===== src/logic/smbs_pkg.sv =====
// Shared constants, codes and state layout of the bus slave block
package smbs_pkg;

    // ================================================================
    // Addresses and commands
    localparam logic [6:0] ADDR_FLOAT = 7'h5c;
    localparam logic [6:0] ADDR_LOW   = 7'h58;
    localparam logic [6:0] ARA_ADDR   = 7'h0c;
    localparam logic [1:0] SEL_LOW    = 2'h0;
    localparam logic [1:0] SEL_FLOAT  = 2'h1;
    localparam logic [7:0] CMD_BLK_WR = 8'ha0;
    localparam logic [7:0] CMD_BLK_RD = 8'ha1;

    // ================================================================
    // Register map and fields
    localparam logic [7:0] REG_CONF0     = 8'h00;
    localparam logic [7:0] REG_CONF3     = 8'h03;
    localparam int         CNT_W         = 6;
    localparam int         CONF0_CNT_LSB = 0;
    localparam int         CONF3_SCL_BIT = 1;
    localparam int         CONF3_SDA_BIT = 2;
    localparam logic [7:0] REG_RESET     = 8'h00;
    localparam logic [5:0] BLK_MAX       = 6'h20;

    // ================================================================
    // Check byte
    localparam logic [7:0] CRC_POLY = 8'h07;
    localparam logic [7:0] CRC_INIT = 8'h00;

    // ================================================================
    // Timing
    localparam int unsigned CLK_HZ      = 50000000;
    localparam int unsigned TIMEOUT_MS  = 25;
    localparam int unsigned TIMEOUT_CYC = TIMEOUT_MS * (CLK_HZ / 1000);
    localparam int          TO_W        = 21;

    // ================================================================
    // Codes and state
    typedef enum logic [4:0] {
        ST_IDLE = 5'h01,
        ST_RX   = 5'h02,
        ST_ACK  = 5'h04,
        ST_TX   = 5'h08,
        ST_MACK = 5'h10
    } smbs_state_t;

    typedef enum logic [2:0] {
        TXK_MEM = 3'h0,
        TXK_CNT = 3'h1,
        TXK_PEC = 3'h2,
        TXK_ARA = 3'h3,
        TXK_END = 3'h4
    } smbs_txk_t;

    localparam logic [1:0] IDX_ADDR = 2'h0;
    localparam logic [1:0] IDX_CMD  = 2'h1;
    localparam logic [1:0] IDX_DATA = 2'h2;

    typedef struct packed {
        smbs_state_t      state;
        logic [2:0]       scl_s;
        logic [2:0]       sda_s;
        logic [1:0]       sel_s0;
        logic [1:0]       sel_s1;
        logic [1:0]       strap_cnt;
        logic [6:0]       own;
        logic             addr_ok;
        logic [3:0]       bit_cnt;
        logic [7:0]       shift;
        logic [7:0]       tx;
        logic [1:0]       idx;
        logic             is_rd;
        logic             ara;
        logic             blk_wr;
        logic             blk_rd;
        smbs_txk_t        nxt;
        logic [5:0]       remaining;
        logic [7:0]       ptr;
        logic [7:0]       crc;
        logic             mack_ok;
        logic             drv_lvl;
        logic             sda_oe_n;
        logic             alert_oe_n;
        logic             ara_done;
        logic [5:0]       cfg_cnt;
        logic             to_scl_en;
        logic             to_sda_en;
        logic [TO_W-1:0]  to_cnt;
        logic             we;
        logic [7:0]       waddr;
        logic [7:0]       wdata;
    } smbs_core_t;

    localparam smbs_core_t CORE_RESET = '{
        state: ST_IDLE, scl_s: 3'h7, sda_s: 3'h7, nxt: TXK_MEM,
        sda_oe_n: 1'b1, alert_oe_n: 1'b1, crc: CRC_INIT, default: '0};

endpackage : smbs_pkg


===== src/logic/smbs_crc8.sv =====
// One-byte step of the packet check sequence
`timescale 1ns/1ps
`default_nettype none
module smbs_crc8 (
    // Running value
    input  wire logic [7:0] crc_i,
    input  wire logic [7:0] data_i,
    output logic      [7:0] crc_o
);
    function automatic logic [7:0] smbs_crc_step(input logic [7:0] c,
                                                 input logic [7:0] d);
        logic [7:0] r;
        r = c ^ d;
        for (int i = 0; i < 8; i++) begin
            r = r[7] ? ((r << 1) ^ smbs_pkg::CRC_POLY) : (r << 1);
        end
        return r;
    endfunction : smbs_crc_step

    assign crc_o = smbs_crc_step(crc_i, data_i);
endmodule : smbs_crc8
`default_nettype wire


===== src/logic/smbs_regmem.sv =====
// Register space with registered read data
`timescale 1ns/1ps
`default_nettype none
module smbs_regmem #(
    parameter int AW = 8,
    parameter int DW = 8
) (
    // Clock
    input  wire logic          ref_clk,
    input  wire logic          resetn,
    input  wire logic          clk_en,
    // Write port
    input  wire logic          we,
    input  wire logic [AW-1:0] waddr,
    input  wire logic [DW-1:0] wdata,
    // Read port
    input  wire logic [AW-1:0] raddr,
    output logic      [DW-1:0] rdata
);
    typedef struct packed {
        logic [(1<<AW)-1:0][DW-1:0] mem;
        logic [DW-1:0]              rdata;
    } smbs_mem_t;

    smbs_mem_t s;
    smbs_mem_t n;

    always_comb begin
        n = s;
        n.rdata = s.mem[raddr];
        if (we) begin
            n.mem[waddr] = wdata;
        end
    end

    always_ff @(posedge ref_clk or negedge resetn) begin
        if (!resetn) begin
            s <= '0;
        end else if (clk_en) begin
            s <= n;
        end
    end

    assign rdata = s.rdata;
endmodule : smbs_regmem
`default_nettype wire


===== src/logic/smbs_slave.sv =====
// Bus slave with block transfers, check byte, alert answer and timeout
`timescale 1ns/1ps
`default_nettype none
module smbs_slave #(
    parameter int unsigned TIMEOUT_CYCLES = smbs_pkg::TIMEOUT_CYC
) (
    // Clock and reset
    input  wire logic       ref_clk,
    input  wire logic       resetn,
    input  wire logic       clk_en,
    // Bus pins
    input  wire logic       scl_i,
    input  wire logic       sda_i,
    output logic            sda_o,
    output logic            sda_oe_n,
    // Alert pin and its cause
    input  wire logic       alert_cond,
    output logic            alert_o,
    output logic            alert_oe_n,
    // Address strap
    input  wire logic [1:0] addr_sel
);
    smbs_pkg::smbs_core_t s;
    smbs_pkg::smbs_core_t n;

    logic       scl;
    logic       sda;
    logic       scl_rise;
    logic       scl_fall;
    logic       start_c;
    logic       stop_c;
    logic       rx_done;
    logic       own_hit;
    logic       ara_hit;
    logic       to_hit;
    logic       do_load;
    logic [5:0] cnt_clamp;
    logic [7:0] pick;
    logic [7:0] mem_rdata;
    logic [7:0] crc_byte;
    logic [7:0] crc_next;

    // ================================================================
    // Sub-blocks
    smbs_regmem #(.AW(8), .DW(8)) u_mem (
        .ref_clk (ref_clk),
        .resetn  (resetn),
        .clk_en  (clk_en),
        .we      (s.we),
        .waddr   (s.waddr),
        .wdata   (s.wdata),
        .raddr   (s.ptr),
        .rdata   (mem_rdata)
    );

    smbs_crc8 u_crc (
        .crc_i  (s.crc),
        .data_i (crc_byte),
        .crc_o  (crc_next)
    );

    // ================================================================
    // Decodes from registered state
    assign scl      = s.scl_s[1];
    assign sda      = s.sda_s[1];
    assign scl_rise = scl & ~s.scl_s[2];
    assign scl_fall = ~scl & s.scl_s[2];
    assign start_c  = scl & s.scl_s[2] & ~sda & s.sda_s[2];
    assign stop_c   = scl & s.scl_s[2] & sda & ~s.sda_s[2];
    assign rx_done  = (s.state == smbs_pkg::ST_RX) && scl_fall
                      && (s.bit_cnt == 4'h8);
    assign own_hit  = s.addr_ok && (s.shift[7:1] == s.own);
    assign ara_hit  = (s.shift[7:1] == smbs_pkg::ARA_ADDR) && s.shift[0]
                      && !s.alert_oe_n;
    assign cnt_clamp = (s.cfg_cnt > smbs_pkg::BLK_MAX) ? smbs_pkg::BLK_MAX
                                                       : s.cfg_cnt;
    // Only a line held low counts as stuck
    assign to_hit = (s.state != smbs_pkg::ST_IDLE)
        && (s.to_cnt >= smbs_pkg::TO_W'(TIMEOUT_CYCLES - 1))
        && ((s.to_scl_en && !scl) || (s.to_sda_en && !sda));
    assign crc_byte = (s.state == smbs_pkg::ST_RX) ? s.shift : pick;

    always_comb begin
        case (s.nxt)
            smbs_pkg::TXK_MEM: pick = mem_rdata;
            smbs_pkg::TXK_CNT: pick = {2'h0, cnt_clamp};
            smbs_pkg::TXK_PEC: pick = s.crc;
            smbs_pkg::TXK_ARA: pick = {s.own, 1'b0};
            default:           pick = 8'hff;
        endcase
    end

    // ================================================================
    // Next state
    always_comb begin
        n = s;
        do_load = 1'b0;
        n.we = 1'b0;
        n.scl_s = {s.scl_s[1:0], scl_i};
        n.sda_s = {s.sda_s[1:0], sda_i};
        n.sel_s0 = addr_sel;
        n.sel_s1 = s.sel_s0;

        // Strap is read once the synchroniser holds a settled value
        if (s.strap_cnt != 2'h3) begin
            n.strap_cnt = s.strap_cnt + 2'h1;
        end
        if (s.strap_cnt == 2'h2) begin
            n.addr_ok = (s.sel_s1 == smbs_pkg::SEL_LOW)
                        || (s.sel_s1 == smbs_pkg::SEL_FLOAT);
            n.own = (s.sel_s1 == smbs_pkg::SEL_LOW) ? smbs_pkg::ADDR_LOW
                                                    : smbs_pkg::ADDR_FLOAT;
        end

        // Shadow copies of the configuration that steer this logic
        if (s.we && (s.waddr == smbs_pkg::REG_CONF0)) begin
            n.cfg_cnt = s.wdata[smbs_pkg::CONF0_CNT_LSB +: smbs_pkg::CNT_W];
        end
        if (s.we && (s.waddr == smbs_pkg::REG_CONF3)) begin
            n.to_scl_en = s.wdata[smbs_pkg::CONF3_SCL_BIT];
            n.to_sda_en = s.wdata[smbs_pkg::CONF3_SDA_BIT];
        end

        if ((s.state == smbs_pkg::ST_IDLE) || (scl != s.scl_s[2])
            || (sda != s.sda_s[2])) begin
            n.to_cnt = '0;
        end else if (!(&s.to_cnt)) begin
            n.to_cnt = s.to_cnt + smbs_pkg::TO_W'(1);
        end

        // Alert stays latched until answered and the cause is gone
        if (s.alert_oe_n && alert_cond) begin
            n.alert_oe_n = 1'b0;
        end else if (!s.alert_oe_n && s.ara_done && !alert_cond) begin
            n.alert_oe_n = 1'b1;
            n.ara_done = 1'b0;
        end

        if (start_c) begin
            n.state = smbs_pkg::ST_RX;
            n.bit_cnt = 4'h0;
            n.idx = smbs_pkg::IDX_ADDR;
            n.sda_oe_n = 1'b1;
            n.blk_wr = 1'b0;
            // A repeated start keeps the check sum and block read
            if (s.state == smbs_pkg::ST_IDLE) begin
                n.crc = smbs_pkg::CRC_INIT;
                n.blk_rd = 1'b0;
            end
        end else if (stop_c || to_hit) begin
            n.state = smbs_pkg::ST_IDLE;
            n.sda_oe_n = 1'b1;
            n.blk_wr = 1'b0;
            n.blk_rd = 1'b0;
        end else begin
            case (s.state)
                smbs_pkg::ST_RX: begin
                    if (scl_rise && (s.bit_cnt != 4'h8)) begin
                        n.shift = {s.shift[6:0], sda};
                        n.bit_cnt = s.bit_cnt + 4'h1;
                    end
                    if (rx_done) begin
                        n.crc = crc_next;
                        n.state = smbs_pkg::ST_ACK;
                        n.sda_oe_n = 1'b0;
                        if (s.idx == smbs_pkg::IDX_ADDR) begin
                            n.idx = smbs_pkg::IDX_CMD;
                            n.is_rd = s.shift[0];
                            n.ara = ara_hit;
                            if (ara_hit) begin
                                n.nxt = smbs_pkg::TXK_ARA;
                            end else if (s.blk_rd) begin
                                n.nxt = smbs_pkg::TXK_CNT;
                            end else begin
                                n.nxt = smbs_pkg::TXK_MEM;
                            end
                            if (!(own_hit || ara_hit)) begin
                                n.state = smbs_pkg::ST_IDLE;
                                n.sda_oe_n = 1'b1;
                            end
                        end else if (s.idx == smbs_pkg::IDX_CMD) begin
                            n.idx = smbs_pkg::IDX_DATA;
                            if (s.shift == smbs_pkg::CMD_BLK_WR) begin
                                n.blk_wr = 1'b1;
                                n.remaining = cnt_clamp;
                            end else if (s.shift == smbs_pkg::CMD_BLK_RD) begin
                                n.blk_rd = 1'b1;
                            end else begin
                                n.ptr = s.shift;
                            end
                        end else if (s.blk_wr && (s.remaining == 6'h0)) begin
                            n.sda_oe_n = (s.shift != s.crc);
                            n.blk_wr = 1'b0;
                        end else begin
                            n.we = 1'b1;
                            n.waddr = s.ptr;
                            n.wdata = s.shift;
                            if (s.blk_wr) begin
                                n.ptr = s.ptr + 8'h01;
                                n.remaining = s.remaining - 6'h1;
                            end
                        end
                    end
                end
                smbs_pkg::ST_ACK: begin
                    if (scl_fall) begin
                        n.sda_oe_n = 1'b1;
                        n.bit_cnt = 4'h0;
                        n.state = smbs_pkg::ST_RX;
                        if (s.is_rd) begin
                            do_load = 1'b1;
                        end
                    end
                end
                smbs_pkg::ST_TX: begin
                    if (scl_rise && s.sda_oe_n && !sda) begin
                        n.state = smbs_pkg::ST_IDLE;
                        n.sda_oe_n = 1'b1;
                    end else if (scl_fall && (s.bit_cnt == 4'h7)) begin
                        n.sda_oe_n = 1'b1;
                        n.state = smbs_pkg::ST_MACK;
                        if (s.ara) begin
                            n.ara_done = 1'b1;
                        end
                    end else if (scl_fall) begin
                        n.tx = {s.tx[6:0], 1'b0};
                        n.sda_oe_n = s.tx[6];
                        n.bit_cnt = s.bit_cnt + 4'h1;
                    end
                end
                smbs_pkg::ST_MACK: begin
                    if (scl_rise) begin
                        n.mack_ok = !sda;
                    end
                    if (scl_fall) begin
                        if (s.mack_ok) begin
                            do_load = 1'b1;
                        end else begin
                            n.state = smbs_pkg::ST_IDLE;
                        end
                    end
                end
                default: begin
                    n.sda_oe_n = 1'b1;
                end
            endcase
        end

        if (do_load) begin
            n.state = smbs_pkg::ST_TX;
            n.tx = pick;
            n.sda_oe_n = pick[7];
            n.bit_cnt = 4'h0;
            n.crc = crc_next;
            case (s.nxt)
                smbs_pkg::TXK_CNT: begin
                    n.remaining = cnt_clamp;
                    n.nxt = (cnt_clamp == 6'h0) ? smbs_pkg::TXK_PEC
                                                : smbs_pkg::TXK_MEM;
                end
                smbs_pkg::TXK_MEM: begin
                    if (s.blk_rd) begin
                        n.ptr = s.ptr + 8'h01;
                        n.remaining = s.remaining - 6'h1;
                        if (s.remaining == 6'h1) begin
                            n.nxt = smbs_pkg::TXK_PEC;
                        end
                    end
                end
                default: begin
                    n.nxt = smbs_pkg::TXK_END;
                end
            endcase
        end
    end

    always_ff @(posedge ref_clk or negedge resetn) begin
        if (!resetn) begin
            s <= smbs_pkg::CORE_RESET;
        end else if (clk_en) begin
            s <= n;
        end
    end

    assign sda_o      = s.drv_lvl;
    assign sda_oe_n   = s.sda_oe_n;
    assign alert_o    = s.drv_lvl;
    assign alert_oe_n = s.alert_oe_n;
endmodule : smbs_slave
`default_nettype wire


===== config.mk =====
export PLATFORM = sky130hd
export DESIGN_NAME = smbs_slave
export DESIGN_NICKNAME = d
export VERILOG_FILES = /design/src/logic/smbs_pkg.sv /design/src/logic/smbs_crc8.sv /design/src/logic/smbs_regmem.sv /design/src/logic/smbs_slave.sv
export SDC_FILE = /design/constraint.sdc
export NUM_CORES = 2
export LEC_CHECK = 0
export ABC_AREA = 1
export BUFFER_PORTS_ARGS = -buffer_cell sky130_fd_sc_hd__buf_2
export CORE_MARGIN = 2
export CORE_UTILIZATION = 30
export DETAILED_ROUTE_END_ITERATION = 12
export PLACE_DENSITY = 0.5
export SYNTH_ARGS = -nofsm -noshare
export SYNTH_HDL_FRONTEND = slang
export SYNTH_SLANG_ARGS = --single-unit

===== constraint.sdc =====
create_clock -name ref_clk -period 3.6 [get_ports ref_clk]
set_input_delay 0.36 -clock ref_clk [delete_from_list [all_inputs] [get_ports ref_clk]]
set_output_delay 0.36 -clock ref_clk [all_outputs]
set_load 0.03 [all_outputs]

==> impl_metrics.json <==
{
  "antenna_found_initial": 7,
  "switching_power_mw": 17.1,
  "grt-ovfl-total": 0,
  "synth-async-reset-ratio": 1.00,
  "outcome": "finished, final reports clean",
  "grt_setup_unrepaired": "no",
  "clkSlewWorstSetupHoldPaths_ns": 0.06,
  "maxSlewHeadroom": 0.328,
  "cts_tree": "done",
  "crit_type": "register to register",
  "slowest_stage": "nor2_4",
  "netlist_top_cells_area": "dfrtp_1 54%, o21ai_0 15%, nand2_1 11%",
  "cpPeakStageDelay_ns": 0.68,
  "whs_endpoint": "n[120]",
  "critPathLaunchType": "register",
  "dr.pass1.iters": 6,
  "tightest_slew_ns": 1.01,
  "cts-root-buf": "clkbuf_16",
  "io_pins": 12,
  "antenna_left": 0,
  "r2r-start": "s[59]",
  "remaining_drc_errors": 0,
  "clkPwrFrac": 0.449,
  "pwr-share-seq": 0.417,
  "dp_hpwl_um": 216000,
  "postSynthAreaPerCell_um2": 8.26,
  "portBuffers": 9,
  "synth_edf_count": 0,
  "power.internal_mw": 42.6,
  "grt.total_usage": 0.202,
  "area.growth.synth_to_final_pct": 13.6,
  "rr_worst_depth": 13,
  "critPathMaxFanout": 29,
  "synth_top_cell_area_share": 0.540,
  "maxCapViolations": 0,
  "drt_iter0_drc": 8193,
  "hold_viol_final": 0,
  "finalMaxSlewViolations": 0,
  "synth_flop_cell": "dfrtp_1",
  "period_share": 0.919,
  "yosys.cell_types.count": 59,
  "via_per_inst": 5.16,
  "synthCells": 12150,
  "synth_top_cell_by_area": "dfrtp_1",
  "rows": 212,
  "final_util": 0.342,
  "fmax_mhz": 302,
  "place.gp.congestion": 0.865,
  "clk_path_buf_depth": 4,
  "swShare": 0.287,
  "vdd.ir_drop.worst_mv": 0.339,
  "vias": 84398,
  "start_util": 0.301,
  "core_um2": 333000,
  "die_area_um2": 339000,
  "nNetsFinal": 11782,
  "min-delay-start": "clk_en",
  "fin_tns_setup_ns": 0,
  "synth_area_um2": 100000,
  "path_delay_family": "simple AND/OR/NAND/NOR gates",
  "cp.required_ns": 4.44,
  "clock_skew_ns": 0.0557,
  "combPwrFrac": 0.134,
  "ys_seq_elements": 2176,
  "crit_arrival_ns": 4.14,
  "grt_pass1_vias": 81543,
  "fp.dieW_um": 582,
  "power_density_nw_per_um2": 523,
  "end_kind": "register",
  "fin_crit_ns": 3.31,
  "fp.dieH_um": 582,
  "critPathBufInv": 2,
  "hold_path.class": "primary input to register",
  "avgRoutedWirePerCell_um": 21.3,
  "r2r_slack_ns": 0.29,
  "numCtsBuffers": 263,
  "min_path_cells": 4,
  "grt_max_degree": 152,
  "ys_warn_count": 0,
  "clk_latency_ns": 0.93,
  "timing.rr.end": "u_mem.rdata[7]",
  "clkSinkCount": 2176,
  "finalSetupViolCount": 0,
  "fillers": 35009,
  "leakagePower_nw": 48.6,
  "grt_pass1_wl_um": 534000,
  "seq_area_frac_synth": 0.543,
  "crit_chain": "buf_4, buf_12, nor2_4, a22oi_1, o21ai_0, nand2_1, nand3_1, nand3_1, nand3_1, nand3_1, nand2_1, nand2_1, nand2_1",
  "cts_htree_levels": 5,
  "drt_wl_total_um": 348000,
  "cts_resized": 0,
  "drive_gt1_frac": 0.0777
}
worst max-delay path by stage:
stage / from / to / slack [ns] / cells past startpoint
2_1_floorplan: s[121] / s[84] / 1.56 / 12
4_1_cts: s[59] / u_mem.rdata[7] / 0.32 / 13
5_1_grt: s[59] / u_mem.rdata[1] / 0.24 / 16
6_report: s[59] / u_mem.rdata[7] / 0.29 / 13
3_5_place_dp: s[59] / u_mem.rdata[7] / 0.33 / 13
3_3_place_gp: s[59] / u_mem.rdata[7] / 0.31 / 13
synthesized netlist by cell type (all sizes together), types with 2 or more instances:
cell type / number
a21oi: 150
o31ai: 10
nand3b: 2
dfstp: 9
nor4: 14
nand4: 31
a31oi: 4
xnor2: 5
o21ai: 3225
o22ai: 240
a22oi: 10
o211ai: 245
nor3: 27
clkinv: 2
nand3: 370
nor2: 1381
o221ai: 16
clkbuf: 679
xor2: 21
a21boi: 2
buf: 302
inv: 189
and3: 2
nand2: 3013
or2: 12
dfrtp: 2167
ha: 12
nor3b: 4
worst register-to-register path: cells and delay by family, from the launching register on:
kind,cells,cell delay (ns)
simple gates,9,1.76
compound gates,2,0.49
flops,1,0.61
buf+inv,2,0.40
cell type report:
class / instances / area (um2) / share of cell area
timing repair buffer: 327 / 3720 / 0.0326
antenna: 2 / 5.00 / 0.0000439
clock buffer: 383 / 7640 / 0.0670
tap: 4387 / 5490 / 0.0481
inverter: 191 / 810 / 0.00710
clock inverter: 81 / 955 / 0.00837
sequential: 2176 / 54500 / 0.478
multi-input combinational: 8803 / 40900 / 0.359
layer usage:
metal / track usage / vias to the layer above / wire length (um)
met1: 0.288 / 41726 / 162000
li1: - / 40003 / -
met2: 0.316 / 2191 / 157000
met3: 0.0285 / 478 / 19200
met4: 0.0602 / 0 / 10100
met5: 0 / - / 0
registers in the layout (all words and copies together), names as in the netlist:
| register | flops |
|---|---|
| s | 112 |
| n | 6 |
| alert_oe_n | 1 |
| u_mem.rdata | 8 |
| sda_oe_n | 1 |
| u_mem.s | 2048 |
metrics by stage:
stage / setup slack, ns / area, um2 / power [mW] / cells / hold WS, ns
detailed placement: 0.329 / 105000 / 33.3 / 15877 / 0.286
global route: 0.244 / 114000 / 62.0 / 16349 / 0.120
floorplan: 1.56 / 100000 / 29.6 / 12151 / 0.0644
global placement: 0.309 / 105000 / 33.3 / 15877 / 0.290
finish: 0.292 / 114000 / 59.7 / 16350 / 0.0866
CTS: 0.319 / 114000 / 60.2 / 16348 / 0.0220
cell families (layout without fill, tap and decap cells):
logic type               after synthesis  count (layout)  share of synthesized area
flip-flops                          2176            2176                      0.543
AO/OA/AOI/OAI                       3907            3907                      0.206
buffers and inverters               1172             982                     0.0498
AND/OR/NAND/NOR                     4856            4856                      0.198
XOR/XNOR                              26              26                    0.00227
adder cells (fa/ha/maj)               12              12                    0.00150
other                                  1               4                  0.0000374
placed cells by master (no fill, tap or decap), drive strengths merged, types with 2 or more instances in the layout:
master,count
o211ai,245
nand2,3013
or2,12
a21oi,150
o221ai,16
dlygate4sd3,7
nand4,31
bufinv,11
nor3b,4
a31oi,4
clkbuf,383
nand3b,2
clkinv,56
dfstp,9
inv,203
a21boi,2
dfrtp,2167
conb,2
o22ai,240
clkinvlp,2
nor3,27
and3,2
o21ai,3225
diode,2
xor2,21
a22oi,10
ha,12
xnor2,5
nor2,1381
nand3,370
nor4,14
buf,320
o31ai,10
power groups by stage:
stage	clock network, mW	registers [mW]	logic, mW
final	26.8	24.9	7.99
after global routing	28.3	24.9	8.74
after CTS	27.4	24.9	8.00
after detailed placement	0	25.3	7.97
after global placement	0	25.3	8.01
after floorplan	0	25.2	4.46
what timing repair did:
| action | 4_1_cts | 5_1_grt |
|---|---|---|
| hold endpoints to repair | 1208 | 0 |
| hold buffers | 7 | 0 |
| buffers inserted | 0 | 0 |
Note: power is estimated with default switching activity, not from simulation.
